==> config.mk <==
export PLATFORM = sky130hd
export DESIGN_NAME = dio_port_top
export DESIGN_NICKNAME = d
export VERILOG_FILES = /design/src/logic/dio_pkg.sv /design/src/logic/dio_pad_if.sv /design/src/logic/dio_pad_drive.sv /design/src/logic/dio_pin_sync.sv /design/src/logic/dio_port_top.sv
export SDC_FILE = /design/constraint.sdc
export NUM_CORES = 1
export LEC_CHECK = 0
export ABC_AREA = 0
export BUFFER_PORTS_ARGS = -buffer_cell sky130_fd_sc_hd__buf_2
export CORE_MARGIN = 10
export CORE_UTILIZATION = 55
export DETAILED_ROUTE_END_ITERATION = 10
export PLACE_DENSITY = 0.92
export SETUP_SLACK_MARGIN = 0.1
export SYNTH_ARGS = -nofsm -noshare
export SYNTH_HDL_FRONTEND = slang
export SYNTH_HIERARCHICAL = 1
export SYNTH_SLANG_ARGS = --single-unit
==> constraint.sdc <==
create_clock -name pclk -period 4 [get_ports pclk]
set_input_delay 0.2 -clock pclk [delete_from_list [all_inputs] [get_ports pclk]]
set_output_delay 0.2 -clock pclk [all_outputs]
set_load 0.02 [all_outputs]
==> src/logic/dio_pkg.sv <==
`default_nettype none
package dio_pkg;
   // Register map, one aligned 32-bit word each
   localparam logic [7:0] OFF_NARROW_DATA = 8'h00;
   localparam logic [7:0] OFF_NARROW_MODE = 8'h04;
   localparam logic [7:0] OFF_WIDE_DATA   = 8'h08;
   localparam logic [7:0] OFF_WIDE_MODE   = 8'h0c;
   localparam logic [7:0] OFF_WAKE_CTRL   = 8'h10;
   localparam logic [7:0] OFF_STATUS      = 8'h14;

   localparam int NARROW_W = 2;
   localparam int WIDE_W   = 8;

   // wide_port_mode_reg layout: [7:0] direction (1 = output), [8] push-pull
   localparam int WMODE_PP_BIT = 8;
   localparam int WMODE_W      = 9;

   // Wake control layout
   localparam int WCTL_OR_EN   = 0;
   localparam int WCTL_AND_EN  = 1;
   localparam int WCTL_EDGE_EN = 2;
   localparam int WCTL_W       = 3;

   // Status layout
   localparam int STAT_OR   = 0;
   localparam int STAT_AND  = 1;
   localparam int STAT_WAKE = 2;
   localparam int STAT_EDGE = 3;

   localparam logic [1:0]         RST_NARROW_MODE = 2'h0;
   localparam logic [1:0]         RST_NARROW_DATA = 2'h0;
   localparam logic [7:0]         RST_WIDE_DATA   = 8'h00;
   localparam logic [WMODE_W-1:0] RST_WIDE_MODE   = 9'h000;
   localparam logic [WCTL_W-1:0]  RST_WAKE_CTRL   = 3'h0;
endpackage
`default_nettype wire

==> src/logic/dio_pad_if.sv <==
`timescale 1ns/1ps
`default_nettype none
interface dio_pad_if #(parameter int W = 2) ();
   logic [W-1:0] dir;
   logic [W-1:0] latch;
   logic         push_pull;
   logic [W-1:0] pin_out;
   logic [W-1:0] pin_oe;
   logic [W-1:0] pull_en;
   modport ctrl (output dir, latch, push_pull, input pin_out, pin_oe, pull_en);
   modport pad  (input dir, latch, push_pull, output pin_out, pin_oe, pull_en);
endinterface
`default_nettype wire

==> src/logic/dio_pad_drive.sv <==
`timescale 1ns/1ps
`default_nettype none
module dio_pad_drive
#(
   parameter int W        = 2,
   parameter bit PULL_FIT = 1'b1
)
(
   input  wire logic pclk,
   input  wire logic presetn,
   dio_pad_if.pad    io
);
   if (W < 1)
   begin : g_chk
      $error("dio_pad_drive: W must be at least 1");
   end

   // Open-drain lines only sink; a high latch releases the pin
   always_ff @(posedge pclk or negedge presetn)
   begin
      if (!presetn)
      begin
         io.pin_out <= '0;
         io.pin_oe  <= '0;
      end
      else if (io.push_pull)
      begin
         io.pin_out <= io.latch;
         io.pin_oe  <= io.dir;
      end
      else
      begin
         io.pin_out <= '0;
         io.pin_oe  <= io.dir & ~io.latch;
      end
   end

   always_ff @(posedge pclk or negedge presetn)
   begin
      if (!presetn)
         io.pull_en <= {W{PULL_FIT}};
      else
         io.pull_en <= {W{PULL_FIT}} & ~io.dir;
   end
endmodule
`default_nettype wire

==> src/logic/dio_pin_sync.sv <==
`timescale 1ns/1ps
`default_nettype none
module dio_pin_sync
#(
   parameter int W = 8
)
(
   input  wire logic         pclk,
   input  wire logic         presetn,
   input  wire logic [W-1:0] pin_in,
   output var  logic [W-1:0] level_q
);
   logic [W-1:0] s1_q;
   logic [W-1:0] s2_q;
   logic [W-1:0] s3_q;

   if (W < 1)
   begin : g_chk
      $error("dio_pin_sync: W must be at least 1");
   end

   always_ff @(posedge pclk or negedge presetn)
   begin
      if (!presetn)
      begin
         s1_q <= '0;
         s2_q <= '0;
         s3_q <= '0;
      end
      else
      begin
         s1_q <= pin_in;
         s2_q <= s1_q;
         s3_q <= s2_q;
      end
   end

   // A bit only moves once two stages agree, so a lone glitch is ignored
   always_ff @(posedge pclk or negedge presetn)
   begin
      if (!presetn)
         level_q <= '0;
      else
         level_q <= (s2_q & s3_q) | (level_q & (s2_q | s3_q));
   end
endmodule
`default_nettype wire

==> src/logic/dio_port_top.sv <==
// Chosen here: register access over APB and the address map.
`timescale 1ns/1ps
`default_nettype none
module dio_port_top
   import dio_pkg::*;
#(
   parameter int ADDR_W          = 8,
   parameter bit NARROW_PULL_FIT = 1'b1,
   parameter bit WIDE_PULL_FIT   = 1'b1
)
(
   input  wire logic              pclk,
   input  wire logic              presetn,
   input  wire logic              psel,
   input  wire logic              penable,
   input  wire logic              pwrite,
   input  wire logic [ADDR_W-1:0] paddr,
   input  wire logic [31:0]       pwdata,
   input  wire logic [3:0]        pstrb,
   output var  logic [31:0]       prdata,
   output var  logic              pready,
   output var  logic              pslverr,
   input  wire logic              stop_recover,
   input  wire logic [1:0]        narrow_pin_in,
   output wire logic [1:0]        narrow_pin_out,
   output wire logic [1:0]        narrow_pin_oe,
   output wire logic [1:0]        narrow_pull_en,
   input  wire logic [7:0]        wide_pin_in,
   output wire logic [7:0]        wide_pin_out,
   output wire logic [7:0]        wide_pin_oe,
   output wire logic [7:0]        wide_pull_en,
   output var  logic              wake_req,
   output var  logic              edge_src
);
   if (ADDR_W < 8 || ADDR_W > 32)
   begin : g_chk
      $error("dio_port_top: ADDR_W must lie in 8..32");
   end

   logic [1:0]         narrow_mode_q;
   logic [1:0]         narrow_dat_q;
   logic [7:0]         wide_dat_q;
   logic [WMODE_W-1:0] wide_mode_q;
   logic [WCTL_W-1:0]  wake_ctl_q;
   logic [1:0]         narrow_sync;
   logic [7:0]         wide_sync;
   logic               gate_or;
   logic               gate_and;
   logic [31:0]        rdata_d;
   logic               hit_d;
   logic               setup;
   logic               wr_en;
   logic [1:0]         narrow_view;
   logic [7:0]         wide_view;

   dio_pad_if #(.W(NARROW_W)) narrow_io ();
   dio_pad_if #(.W(WIDE_W))   wide_io ();

   dio_pin_sync #(.W(NARROW_W)) u_narrow_sync
   (
      .pclk    (pclk),
      .presetn (presetn),
      .pin_in  (narrow_pin_in),
      .level_q (narrow_sync)
   );

   dio_pin_sync #(.W(WIDE_W)) u_wide_sync
   (
      .pclk    (pclk),
      .presetn (presetn),
      .pin_in  (wide_pin_in),
      .level_q (wide_sync)
   );

   dio_pad_drive #(.W(NARROW_W), .PULL_FIT(NARROW_PULL_FIT)) u_narrow_pad
   (
      .pclk    (pclk),
      .presetn (presetn),
      .io      (narrow_io.pad)
   );

   dio_pad_drive #(.W(WIDE_W), .PULL_FIT(WIDE_PULL_FIT)) u_wide_pad
   (
      .pclk    (pclk),
      .presetn (presetn),
      .io      (wide_io.pad)
   );

   // The narrow port has no open-drain choice
   assign narrow_io.dir       = narrow_mode_q;
   assign narrow_io.latch     = narrow_dat_q;
   assign narrow_io.push_pull = 1'b1;
   // Wide port has no alternate function, so its pads always follow the registers
   assign wide_io.dir         = wide_mode_q[7:0];
   assign wide_io.latch       = wide_dat_q;
   assign wide_io.push_pull   = wide_mode_q[WMODE_PP_BIT];

   assign narrow_pin_out = narrow_io.pin_out;
   assign narrow_pin_oe  = narrow_io.pin_oe;
   assign narrow_pull_en = narrow_io.pull_en;
   assign wide_pin_out   = wide_io.pin_out;
   assign wide_pin_oe    = wide_io.pin_oe;
   assign wide_pull_en   = wide_io.pull_en;

   assign setup = psel & ~penable;
   assign wr_en = psel & penable & pready & pwrite;

   // Outputs show the latch; inputs show the settled pin
   assign narrow_view = (narrow_mode_q & narrow_dat_q) | (~narrow_mode_q & narrow_sync);
   assign wide_view   = (wide_mode_q[7:0] & wide_dat_q) | (~wide_mode_q[7:0] & wide_sync);

   assign gate_or  = |wide_sync;
   assign gate_and = &wide_sync;

   always_comb
   begin
      rdata_d = 32'h0000_0000;
      hit_d   = 1'b1;
      unique case (paddr)
         ADDR_W'(OFF_NARROW_DATA): rdata_d[1:0]         = narrow_view;
         ADDR_W'(OFF_NARROW_MODE): rdata_d[1:0]         = narrow_mode_q;
         ADDR_W'(OFF_WIDE_DATA):   rdata_d[7:0]         = wide_view;
         ADDR_W'(OFF_WIDE_MODE):   rdata_d[WMODE_W-1:0] = wide_mode_q;
         ADDR_W'(OFF_WAKE_CTRL):   rdata_d[WCTL_W-1:0]  = wake_ctl_q;
         ADDR_W'(OFF_STATUS):
         begin
            rdata_d[STAT_OR]   = gate_or;
            rdata_d[STAT_AND]  = gate_and;
            rdata_d[STAT_WAKE] = wake_req;
            rdata_d[STAT_EDGE] = edge_src;
         end
         default:                  hit_d                = 1'b0;
      endcase
   end

   // Every access takes exactly one access cycle; read data is captured at setup
   always_ff @(posedge pclk or negedge presetn)
   begin
      if (!presetn)
         pready <= 1'b0;
      else
         pready <= setup;
   end

   always_ff @(posedge pclk or negedge presetn)
   begin
      if (!presetn)
      begin
         prdata  <= 32'h0000_0000;
         pslverr <= 1'b0;
      end
      else if (setup)
      begin
         prdata  <= pwrite ? 32'h0000_0000 : rdata_d;
         pslverr <= ~hit_d;
      end
      else if (!psel)
      begin
         prdata  <= 32'h0000_0000;
         pslverr <= 1'b0;
      end
   end

   // Recovery from stop clears the narrow port but not the wide mode
   always_ff @(posedge pclk or negedge presetn)
   begin
      if (!presetn)
      begin
         narrow_mode_q <= RST_NARROW_MODE;
         narrow_dat_q  <= RST_NARROW_DATA;
      end
      else if (stop_recover)
      begin
         narrow_mode_q <= RST_NARROW_MODE;
         narrow_dat_q  <= RST_NARROW_DATA;
      end
      else if (wr_en && pstrb[0])
      begin
         if (paddr == ADDR_W'(OFF_NARROW_MODE))
            narrow_mode_q <= pwdata[1:0];
         if (paddr == ADDR_W'(OFF_NARROW_DATA))
            narrow_dat_q <= pwdata[1:0];
      end
   end

   // Survives stop recovery on purpose
   always_ff @(posedge pclk or negedge presetn)
   begin
      if (!presetn)
         wide_mode_q <= RST_WIDE_MODE;
      else if (wr_en && paddr == ADDR_W'(OFF_WIDE_MODE))
      begin
         if (pstrb[0])
            wide_mode_q[7:0] <= pwdata[7:0];
         if (pstrb[1])
            wide_mode_q[WMODE_PP_BIT] <= pwdata[WMODE_PP_BIT];
      end
   end

   always_ff @(posedge pclk or negedge presetn)
   begin
      if (!presetn)
         wide_dat_q <= RST_WIDE_DATA;
      else if (wr_en && pstrb[0] && paddr == ADDR_W'(OFF_WIDE_DATA))
         wide_dat_q <= pwdata[7:0];
   end

   always_ff @(posedge pclk or negedge presetn)
   begin
      if (!presetn)
         wake_ctl_q <= RST_WAKE_CTRL;
      else if (stop_recover)
         wake_ctl_q <= RST_WAKE_CTRL;
      else if (wr_en && pstrb[0] && paddr == ADDR_W'(OFF_WAKE_CTRL))
         wake_ctl_q <= pwdata[WCTL_W-1:0];
   end

   always_ff @(posedge pclk or negedge presetn)
   begin
      if (!presetn)
         wake_req <= 1'b0;
      else
         wake_req <= (wake_ctl_q[WCTL_OR_EN] & gate_or) | (wake_ctl_q[WCTL_AND_EN] & gate_and);
   end

   always_ff @(posedge pclk or negedge presetn)
   begin
      if (!presetn)
         edge_src <= 1'b0;
      else
         edge_src <= wake_ctl_q[WCTL_EDGE_EN] & wide_sync[0];
   end
endmodule
`default_nettype wire

* Word level (Yosys, flattened, before mapping)
Index checks and enable logic that the tools add are counted.
** Cells by class
- Muxes and demuxes :: 21
- Eq/ne operators :: 6
- Bitwise gates (word level) :: 28
- Reductions and logical operators :: 16
** Operators with widths (number)
- two-way mux 32 bit :: 2
- bitwise AND 8 bit :: 5
- bitwise OR 8 bit :: 3
- == test 8 x 4 -> 1 bit, second input constant :: 2
- == test 8 x 5 -> 1 bit, second input constant :: 2
- two-way mux 8 bit :: 2
- NOT 8 bit :: 2
- two-way mux 2 bit :: 6
- one-hot mux 2 bit (6 select lines) :: 1
- two-way mux 9 bit :: 1
- bitwise AND 2 bit :: 4
- == test 8 x 3 -> 1 bit, second input constant :: 1
- logical NOT 8 bit :: 1
- one-hot mux 4 bit (2 select lines) :: 1
- AND reduction 2 bit :: 4
- AND reduction 8 bit :: 1
- nonzero test 2 bit :: 4
- OR reduction 8 bit :: 1
- bitwise AND 1 bit :: 7
- two-way mux 3 bit :: 2
- bitwise OR 2 bit :: 3
- OR reduction 6 bit :: 1
- logical AND 1 bit :: 4
- two-way mux 1 bit :: 4
- other kinds (6) :: 7
** Word-level totals
- Register bits :: 130
- Output and inout bits :: 66
- Word-level logic and storage cells :: 96

* Logic depth before layout (Yosys ltp)
Gate-level depths: netlist (run 1).
- Depth after elaboration :: 7
- Mapped depth :: 6
- Depth with buffers taken out :: 4

* Cells and area by module
Netlist (run 1), hierarchy kept.
** Modules (own cells, without submodules)
- dio_port_top :: times used 1, area each 2026.9 um^2, seq. area each 925.9 um^2, cells an instance 200
- dio_pin_sync (u_wide_sync) :: times used 1, area each 890.9 um^2, seq. area each 800.8 um^2, cells an instance 40
- dio_pad_drive (u_wide_pad) :: times used 1, area each 748.2 um^2, seq. area each 610.6 um^2, cells an instance 49
- dio_pin_sync (u_narrow_sync) :: times used 1, area each 222.7 um^2, seq. area each 200.2 um^2, cells an instance 10
- dio_pad_drive (u_narrow_pad) :: times used 1, area each 196.4 um^2, seq. area each 152.6 um^2, cells an instance 13

* Worst setup path after synthesis (run 1)
OpenSTA, ideal clock, no wires.
- Kind :: input to register
- From :: input paddr[1]
- To :: register wide_dat_q[0]
- Stages :: 4
- Required time :: 3.875 ns
- Library setup time :: 0.125 ns
- Data arrival time :: 1.653 ns
- Path slack :: 2.223 ns
- Path through :: or3_4 or3_4 nor4_4 mux2_2
** On the way
- Longest elaborated chain between the ends :: 2
** Ends and longest elaborated chain
- start: declaration :: RTL line dio_port_top.sv:17 : input wire logic [ADDR_W-1:0] paddr,
- == test 8 x 4 -> 1 bit :: RTL line dio_port_top.sv:204 : else if (wr_en && pstrb[0] && paddr == ADDR_W'(OFF_WIDE_DATA))
- logical AND 1 bit :: RTL line dio_port_top.sv:204
- end signal: assignment :: RTL line dio_port_top.sv:205 : wide_dat_q <= pwdata[7:0];
- end: declaration :: RTL line dio_port_top.sv:42 : logic [7:0] wide_dat_q;
No other way between the ends.
A chain may end at the register's enable or synchronous reset.

* Worst setup path in the final report (run 1)
- From :: register pready
- To :: register wide_dat_q[2]
** On the way
- Longest elaborated chain between the ends :: 4
** Ends and longest elaborated chain
- start: declaration :: RTL line dio_port_top.sv:21 : output var logic pready,
- start signal: assignment :: RTL line dio_port_top.sv:142 : pready <= setup;
- bitwise AND 1 bit (2 in a row) :: RTL line dio_port_top.sv:106 : assign wr_en = psel & penable & pready & pwrite;
- logical AND 1 bit (2 in a row) :: RTL line dio_port_top.sv:204
No other way between the ends.

==> results of run 1 <==
## per-stage QoR
stage / cells / setup WS [ps]
6_report: 511 / 2130
5_1_grt: 511 / 2040
4_1_cts: 511 / 2130
3_5_place_dp: 484 / 1890
3_3_place_gp: 484 / 1920
2_1_floorplan: 336 / 2220
## cells in the final DEF (no fill, tap or decap), types with 2 or more instances in the layout
master         count
a22o_1             5
bufinv_16          2
nand2_1           17
nor2_1             7
a21oi_2            3
or3_4              2
mux2_2            17
dlygate4sd3_1     11
conb_1            26
nand2b_1          10
nor3_1             3
o21ai_0           16
o211ai_1           6
o31ai_1            2
mux2i_1            7
maj3_2            10
dfrtp_1           97
inv_1             16
dfstp_2           10
nand4_1            7
inv_6              2
nor2b_1            2
clkbuf_8          11
inv_2              2
and2_1             4
buf_4              3
and2_2            10
a21oi_1           10
buf_2             76
nor4_1             4
nand3_1            2
o311ai_0           2
## sequential cells by signal, summed over array words and instances, names as in the netlist, 3 cells and up
register	cells
u_wide_sync/s2_q	8
u_wide_sync/s1_q	8
wide_mode_q	9
wake_ctl_q	3
u_wide_sync/level_q	8
u_wide_sync/s3_q	8
prdata	9
u_wide_pad/io.pin_out	8
u_wide_pad/io.pull_en	8
u_wide_pad/io.pin_oe	8
wide_dat_q	8
## cell usage after synthesis (3+ instances only)
cell,count,share of area (%)
mux2_2,17,4.7
o211ai_1,6,1.1
nor4_1,4,0.61
and2_2,10,1.8
and2_1,4,0.61
nor3_1,3,0.37
o21ai_0,16,2.0
nand2_1,17,1.6
clkbuf_1,4,0.37
nand4_1,7,1.1
nand2b_1,10,1.5
inv_1,16,1.5
buf_4,23,4.2
a22o_1,5,1.1
dfrtp_1,97,59
a21oi_2,3,0.64
a21oi_1,10,1.2
nor2_1,7,0.64
mux2i_1,7,1.7
maj3_2,10,2.8
dfstp_2,10,6.4
## routing by layer
layer / part of all wire (%) / up-vias / track usage, % / wire (um)
met3: 6.1 / 14 / 5.19 / 496
met4: 2.5 / 0 / 6.96 / 200
li1: - / 1213 / - / -
met1: 39 / 1269 / 16.5 / 3190
met2: 52 / 97 / 25.3 / 4250
met5: 0 / - / 0 / 0
## where the power goes
part	switching (mW)	leakage (nW)	internal, mW	total, mW
Combinational	0.0770	0.903	0.0419	0.119
Sequential	0.0200	1.37	1.11	1.13
Clock	0.344	0.120	0.390	0.734
## layout make-up
| class | instances | area (sq um) |
|---|---|---|
| Sequential cell | 107 | 2690 |
| Tap cell | 99 | 124 |
| Fill cell | 498 | 2410 |
| Clock buffer | 11 | 151 |
| Inverter | 18 | 67.6 |
| Multi-Input combinational cell | 181 | 1220 |
| Clock inverter | 5 | 82.6 |
| Timing Repair Buffer | 90 | 513 |
## critical path: stages (launching register included)
cell	delay, ps
dfrtp_1	350
and4_1	290
nand2_1	140
nor4_4	580
mux2_2	410
## what timing repair did
| item | CTS | global route |
|---|---|---|
| hold buffers | 11 | 0 |
| gates resized for setup | 0 | 0 |
| hold endpoints to repair | 69 | 0 |
## how the worst min path moves through the flow
stage | end | slack, ps | cells past startpoint
6_report | pready$_DFF_PN0_ | 60 | 2
5_1_grt | wide_mode_q[8]$_DFFE_PN0P_ | 50 | 2
4_1_cts | pready$_DFF_PN0_ | 50 | 2
3_5_place_dp | u_narrow_sync/s1_q[0]$_DFF_PN0_ | 310 | 1
3_3_place_gp | u_wide_sync/s1_q[4]$_DFF_PN0_ | 310 | 1
2_1_floorplan | edge_src$_DFF_PN0_ | -100 | 0
## cells by family after synthesis
| group | Yosys count | share of synthesized area, % |
|---|---|---|
| adders and majority gates | 10 | 2.76 |
| other | 2 | 0.184 |
| muxes | 24 | 6.40 |
| AOI/OAI and AO/OA | 46 | 7.20 |
| buffers and inverters | 48 | 6.55 |
| DFF | 107 | 65.8 |
| and+or+nand+nor | 75 | 11.1 |
==> metrics.yaml, run 1 <==
sta:
  drv_slew: 0
  fin_setup_tns_ps: 0
  rsz0062_at_grt: "no"
  hold_viol_final: 0
  fin_skew_ps: 11.6
  tightestPinTransition_ps: 797
  timing.final.crit_share_pct: 46.7
  setup_violations: 0
  slew_headroom_pct: 46.8
  whs_ps: 63.7
  min_period_ps: 1870
  fmax_mhz: 535
routing:
  routedWlPerCell_um: 15.9
  drt_iter0_drc: 119
  routed_wirelength_um: 8140
  dr.pass1.iters: 4
  drcViolationCount: 0
  ant_nets: 0
  viasPerCell: 5.07
  vias: 2593
critical_path:
  reg2reg_from: "pready$_DFF_PN0_"
  crit_end: "wide_dat_q[2]$_DFFE_PN0P_"
  crit_type: "flop to flop"
  cp.arrival_ps: 2120
  startpoint: "pready$_DFF_PN0_"
  critPathLaunchType: "flop"
  end_kind: "flop"
  r2r_cells: 4
  ff2ff_setup_slack_ps: 2130
  reg2reg_to: "wide_dat_q[2]$_DFFE_PN0P_"
  path_max_fanout: 8
  cp.required_ps: 4250
pwr:
  power.leakage_nw: 2.39
  power.total_mw: 1.98
  max-vdd-ir-drop_uv: 251
  powerDensity_nw_per_um2: 409
placement:
  dp_hpwl_um: 6150
  place_congestion: 0.824
  placed_area_sq_um: 4500
  io_buffer_count: 77
floorplanning:
  die_y_um: 106
  design.core.area_sq_um: 7250
  pin_count: 126
  start_util_pct: 56.3
  dieArea_sq_um: 11300
  rows: 31
  fp.dieW_um: 106
global_routing:
  grt_use_total_pct: 14.9
  grt_first_pass_wirelength_um: 13600
  grt-ovfl-total: 0
  grt_pass1_vias: 2830
  grt_max_degree: 70
  antenna_found_initial: 0
worst_hold_path:
  hp-class: "input pin to flop"
  worstHoldStart: "penable"
run:
  maxCapViolations: 0
logic_synthesis:
  async_flop_share_pct: 100
  synthFlopType: "dfrtp_1"
  yosys_warnings: 6
  ys_types: 39
  syn_avg_cell_area_sq_um: 13.1
  syn_inst: 312
  synth_area_sq_um: 4090
  yosysSeqAreaShare_pct: 65.8
  synth-seq-cells: 107
  synth_enable_flop_cells: 0
clock_network:
  ctsHtreeMaxLevel: 3
  cts-root-buf: "clkbuf_8"
  cts_buffers: 9
  clk_latency_ps: 360
  cts_buffer_depth: 2
  cts_sinks: 107
  clkSlewWorstSetupHoldPaths_ps: 90
  cts_tree: "yes"
  cts_setup_buffers: 0
layout:
  utilization_pct: 66.8
  fin_nets: 467
  syn_to_final_growth_pct: 18.6
  insertedDiodeCount: 0
  final_area_sq_um: 4850
  drive_gt1_share_pct: 36.9
status:
  outcome: "finished clean"
No activity file was read; power rests on OpenSTA's default activity.
==> inputs of run 2 (changes only) <==
CORE_UTILIZATION = 46   (was 55)
PLACE_DENSITY = 0.83   (was 0.92)
clock period = 1.62 ns   (was 4 ns; I/O delays follow)
==> run 2 against run 1 <==
- register-to-register slack worse by 2000 ps
- die area up 16%
- via count up 2.0%
- critical path depth unchanged
- combinational power rose to 2.8 times the previous value
- sequential share of layout area down 2.3 points
- total power up 130%
- worst setup slack worse by 2000 ps
- design area up 4.4%
- hold slack worse by 33 ps
==> metrics.yaml, run 2 (synthesized netlist as in run 1, its figures left out) <==
global_routing:
  antenna_found_initial: 0  # unchanged
  grt_pass1_vias: 2877  # +1.7%
  grt_first_pass_wirelength_um: 14200  # +4.4%
  grt-ovfl-total: 0  # unchanged
  grt_use_total_pct: 13.3  # -1.6 points
  grt_max_degree: 42  # -40%
critical_path:
  path_cells: "and4_4 -> nand2_2 -> or4_1 -> mux2i_1"
  ff2ff_setup_slack_ps: 140  # -1990 ps
  end_kind: "flop"
  max_stage_delay_ps: 550  # -30 ps
  reg2reg_to: "narrow_dat_q[1]$_DFFE_PN0P_"
  critPathLaunchType: "flop"
  cp.arrival_ps: 1710  # -410 ps
  crit_type: "flop to flop"
  cp.required_ps: 1860  # -2390 ps
  path_buf_inv: 0  # unchanged
  reg2reg_from: "pready$_DFF_PN0_"
  slowest_stage: "or4_1"
  path_max_fanout: 3  # -5
  critPathTopFamily: "simple AND/OR/NAND/NOR gates"
  r2r_cells: 4  # unchanged
layout:
  final_area_sq_um: 5060  # +4.4%
  n_fill_cell: 713  # +43%
  fin_nets: 490  # +4.9%
  insertedDiodeCount: 0  # unchanged
  layout_commonest_cell: "dfrtp_1"
  seq_area_sq_um: 2690  # about the same
  drive_gt1_share_pct: 38.6  # +1.7 points
  mostFrequentLayoutCells: "dfrtp_1, buf_2, conb_1"
  syn_to_final_growth_pct: 23.8
  multi_input_area_sq_um: 1240  # +1.6%
  top_regs: "prdata x9, wide_mode_q x9"
floorplanning:
  pin_count: 126  # unchanged
  design.core.area_sq_um: 8680  # +20%
  start_util_pct: 47.1  # -9.2 points
  fp.dieW_um: 114  # +7.6%
  dieArea_sq_um: 13000  # +16%
  die_y_um: 114  # +7.6%
  rows: 34  # +9.7%
worst_hold_path:
  hp-class: "input pin to flop"
  worstHoldStart: "pwdata[0]"
  hold_path_depth: 3  # +1
  hold_end: "narrow_io.dir[0]$_DFFE_PN0P_"
sta:
  fmax_mhz: 677  # +26%
  drv_slew: 0  # unchanged
  rsz0062_at_grt: "no"
  whs_ps: 30.2  # -33.5 ps
  fin_skew_ps: 16.5  # +4.91 ps
  timing.final.crit_share_pct: 91.2  # +45 points
  min_period_ps: 1480  # -390 ps
  fin_setup_tns_ps: 0  # unchanged
  setup_violations: 0  # unchanged
  hold_viol_final: 0  # unchanged
pwr:
  max-vdd-ir-drop_uv: 543  # +120%
  powerDensity_nw_per_um2: 915  # +120%
  power.leakage_nw: 2.48  # +3.7%
  power.total_mw: 4.63  # +130%
placement:
  dp_hpwl_um: 6450  # +5.0%
  place_congestion: 0.831  # +0.91%
  io_buffer_count: 77  # unchanged
  placed_area_sq_um: 4630  # +2.8%
clock_network:
  ctsHtreeMaxLevel: 3  # unchanged
  cts_buffers: 9  # unchanged
  cts_tree: "yes"
  cts-root-buf: "clkbuf_8"
  cts_sinks: 107  # unchanged
  clkSlewWorstSetupHoldPaths_ps: 110  # +20 ps
  clk_latency_ps: 360  # about the same
  cts_buffer_depth: 2  # unchanged
routing:
  dr.pass1.iters: 4  # unchanged
  viasPerCell: 4.87  # -4.0%
  routed_wirelength_um: 8420  # +3.4%
  routedWlPerCell_um: 15.5  # -2.7%
  ant_nets: 0  # unchanged
  drcViolationCount: 0  # unchanged
  drt_iter0_drc: 109  # -8.4%
  vias: 2644  # +2.0%
status:
  outcome: "finished clean"
run:
  maxCapViolations: 0  # unchanged
-- run 2: changes by cell type in the layout (fill, tap and decap cells not counted), sizes merged, moves of 2 or more --
cell	change
dlygate4sd3	+12
buf	+11
bufinv	-2
clkbuf	-2
inv	+2
-- run 2: where the power goes --
group / switching [mW] / internal [mW]
registers: 0.0497 / 2.74
logic: 0.198 / 0.134
clock network: 0.920 / 0.587
total: 1.17 / 3.46
-- run 2: final cells by class --
type                       instances  share of cell area (%)
multi-input combinational        181                    24.5
tap                              108                    2.67
clock buffer                       9                    2.45
sequential                       107                    53.2
inverter                          18                    1.34
clock inverter                     7                    1.16
timing repair buffer             113                    14.7
-- run 2: metrics by stage --
step                      worst slack (ps)  utilization (%)  cells
after CTS                              112             58.2    543
after floorplan                      -58.8                -    336
after detailed placement              -165             53.3    503
after global placement                -124             53.3    503
after global routing                   109             58.3    543
final                                  142             58.3    543
-- run 2: worst register-to-register path: stages, from the launching register on --
cell     delay [ps]
dfrtp_2         360
and4_4          220
nand2_2          80
or4_1           550
mux2i_1         150
-- run 2: routing by layer --
layer  GRT usage, %  part of all wire [%]  routed length, um
met5              0                     0                  0
met4           4.34                   1.1                 90
met3           3.88                   5.5                467
met2           21.4                    50               4170
met1           16.9                    44               3690
-- run 2: worst max path at each step --
stage,startpoint,endpoint,slack [ps],cells past startpoint
global placement,paddr[1],wide_dat_q[6]$_DFFE_PN0P_,-120,6
detailed placement,paddr[1],wide_dat_q[6]$_DFFE_PN0P_,-160,6
finish,pready$_DFF_PN0_,narrow_dat_q[1]$_DFFE_PN0P_,140,4
floorplan,paddr[1],wide_dat_q[0]$_DFFE_PN0P_,-60,4
CTS,pready$_DFF_PN0_,wide_mode_q[5]$_DFFE_PN0P_,110,5
global route,pready$_DFF_PN0_,narrow_dat_q[1]$_DFFE_PN0P_,110,4
-- run 2: timing repair --
item                                    in CTS  in global routing
hold buffers                                23                  0
buffers inserted                             1                  0
resized for setup                            2                  1
endpoints found under the setup margin      17                  7
pin swaps                                    2                  0
gates cloned                                 0                  0
endpoints found under the hold margin      104                  0
==> inputs of run 3 (changes only) <==
CORE_UTILIZATION = 45   (was 46)
PLACE_DENSITY = 0.82   (was 0.83)
SYNTH_HIERARCHICAL = unset   (was 1)
==> run 3 against run 2 <==
- clock power increased by 7%
- register-to-register slack improved by 20 ps
- maximum frequency increased by 1.7%
- via count increased by 2.3%
- critical endpoint is now wide_dat_q[0]$_DFFE_PN0P_
- highest routed layer unchanged
- critical path depth increased by 3
- critical path type is now input pin to flop
- core utilization increased by 0.23 points
- design area increased by 0.40%
- sequential cell count unchanged
==> metrics.yaml, run 3 <==
critical_path:
  crit_type: "input pin to flop"
  startpoint: "penable"
  cp.required_ps: 1880  # +20 ps
  critPathLaunchType: "input pin"
  cp.arrival_ps: 1710  # about the same
  reg2reg_from: "pready$_DFF_PN0_"
  path_max_fanout: 8  # +5
  end_kind: "flop"
  r2r_cells: 5  # +1
layout:
  insertedDiodeCount: 0  # unchanged
  layout_commonest_cell: "dfrtp_1"
  mostFrequentLayoutCells: "dfrtp_1, buf_2, conb_1, dlygate4sd3_1, o21ai_0"
  syn_to_final_growth_pct: 26.6
  fin_nets: 486  # -0.82%
  drive_gt1_share_pct: 36.2  # -2.4 points
  top_regs: "prdata x9, wide_mode_q x9"
  final_area_sq_um: 5080  # +0.40%
  n_fill_cell: 729  # +2.2%
  stdcell_count: 539  # -0.74%
routing:
  dr_wl_met3_um: 625  # +34%
  ant_nets: 0  # unchanged
  dr.pass1.iters: 4  # unchanged
  drcViolationCount: 0  # unchanged
  routed_wirelength_um: 9120  # +8.4%
  wl_met1_um: 4050  # +9.9%
  viasPerCell: 5.02  # +3.1%
  top_layer: "met4"
  routedWlPerCell_um: 16.9  # +9.2%
  wl_met2_um: 4370  # +4.7%
  drt_iter0_drc: 162  # +49%
  vias: 2706  # +2.3%
logic_synthesis:
  netlist.area_leader.share_pct: 60.5  # +1.1 points
  yosysMostFrequentCell: "dfrtp_1"
  yosys_warnings: 0  # -6
  synth_area_sq_um: 4010  # -1.8%
  synth-seq-cells: 107  # unchanged
  synthFlopType: "dfrtp_1"
  syn_avg_cell_area_sq_um: 13.4  # +2.1%
  synth_enable_flop_cells: 0  # unchanged
  syn_inst: 300  # -3.8%
  ys_top_cells_by_count: "dfrtp_1, buf_4, o21ai_0, mux2_2, a21oi_1"
  synth_area_leader_cell: "dfrtp_1"
  yosys-top-cells-area: "dfrtp_1, dfstp_2, mux2_2"
  ys_types: 46  # +18%
  yosysSeqAreaShare_pct: 67.1  # +1.2 points
  async_flop_share_pct: 100  # unchanged
status:
  outcome: "finished clean"
sta:
  fmax_mhz: 688  # +1.7%
  hold_viol_final: 0  # unchanged
  whs_ps: 42.1  # +11.9 ps
  min_period_ps: 1450  # -24.9 ps
  fin_skew_ps: 19.6  # +3.07 ps
  drv_slew: 0  # unchanged
  timing.final.crit_share_pct: 89.7  # -1.5 points
  setup_violations: 0  # unchanged
  rsz0062_at_grt: "no"
floorplanning:
  design.core.area_sq_um: 8680  # unchanged
  die_y_um: 114  # +0.16%
  rows: 34  # unchanged
  pin_count: 126  # unchanged
  start_util_pct: 46.2  # -0.85 points
  fp.dieW_um: 114  # +0.16%
  dieArea_sq_um: 13100  # +0.32%
clock_network:
  cts_tree: "yes"
  clkSlewWorstSetupHoldPaths_ps: 110  # about the same
  clk_latency_ps: 370  # about the same
  cts_buffer_depth: 2  # unchanged
  ctsHtreeMaxLevel: 3  # unchanged
  cts_sinks: 107  # unchanged
  cts-root-buf: "clkbuf_8"
  cts_buffers: 9  # unchanged
worst_hold_path:
  worstHoldStart: "pwrite"
  hold_path_depth: 3  # unchanged
  hp-class: "input pin to flop"
placement:
  dp.cells: 500  # -0.60%
  place_congestion: 0.892  # +7.3%
  placed_area_sq_um: 4630  # +0.16%
  io_buffer_count: 77  # unchanged
  dp_hpwl_um: 6870  # +6.4%
global_routing:
  grt_use_total_pct: 14.2  # +0.92 points
  grt_pass1_vias: 2939  # +2.2%
  grt-ovfl-total: 0  # unchanged
  grt_max_degree: 49  # +17%
  antenna_found_initial: 0  # unchanged
  grt_first_pass_wirelength_um: 15100  # +6.2%
pwr:
  power.leakage_nw: 2.42  # -2.4%
  powerDensity_nw_per_um2: 934  # +2.1%
  max-vdd-ir-drop_uv: 427  # -21%
run:
  maxCapViolations: 0  # unchanged
run 3: changes by cell type in the layout (fill, tap and decap cells not counted), moves of 8 or more:
cell      delta
maj3_1      +10
maj3_2      -10
nand2b_1     -8
nand3_1      +9
buf_4        +8
and2_2      -10
run 3: cell type report:
cell class	instances	area [sq um]	share of cell area, %
Timing Repair Buffer	121	813	16.0
Sequential cell	107	2690	53.0
Clock buffer	9	124	2.44
Tap cell	108	135	2.66
Clock inverter	7	80.1	1.58
Multi-Input combinational cell	173	1180	23.3
Inverter	14	52.6	1.03
run 3: power breakdown:
part / leakage [nW] / internal [mW] / switching (mW)
combinational: 0.954 / 0.139 / 0.206
sequential: 1.36 / 2.74 / 0.0483
clock: 0.0998 / 0.618 / 0.995
run 3: per-stage QoR:
stage	utilization, %	power, mW	setup TNS [ps]	setup WS [ps]
floorplan	-	2.99	0	109
global placement	53.4	3.13	-161	-20.6
detailed placement	53.4	3.14	-580	-77.6
CTS	58.4	4.78	0	157
global route	58.5	4.94	0	105
finish	58.5	4.74	0	167
run 3: metal layers:
metal	global-route usage [%]	up-vias
met5	0	-
met4	4.34	0
met3	4.14	8
met2	22.2	98
met1	18.7	1329
li1	-	1271
run 3: path summary, 6_finish.rpt:
| kind | endpoint | slack [ps] |
|---|---|---|
| worst max-delay path | wide_dat_q[0]$_DFFE_PN0P_ | 170 |
| worst min-delay path | prdata[1]$_DFFE_PN0P_ | 40 |
| worst max register to register | wide_dat_q[0]$_DFFE_PN0P_ | 170 |
| worst min register to register | u_wide_sync.s2_q[7]$_DFF_PN0_ | 360 |
| max in group asynchronous | prdata[2]$_DFFE_PN0P_ | 890 |
| min in group asynchronous | u_narrow_pad.io.pin_oe[1]$_DFF_PN0_ | 160 |
run 3: logic make-up after synthesis:
logic type               count (synthesis)  synth area share, %
flip-flops                             107                 67.1
AND/OR/NAND/NOR                         64                 9.98
AO/OA/AOI/OAI                           55                 8.48
buffers and inverters                   42                 6.08
multiplexers                            21                 5.80
adder cells (fa/ha/maj)                 10                 2.50
other                                    1               0.0935
run 3: critical path, cell delays in order:
cell and delay, ps:
dlygate4sd3_1 520, buf_2 160, and4_2 250, nand3_2 110, nor2_4 120, buf_12 130
mux2_2 330
run 3: repair_timing:
item,CTS,global route
resized for setup,1,2
setup buffers,0,0
setup endpoints to repair,1,6
endpoints found under the hold margin,132,0
hold buffers,23,0
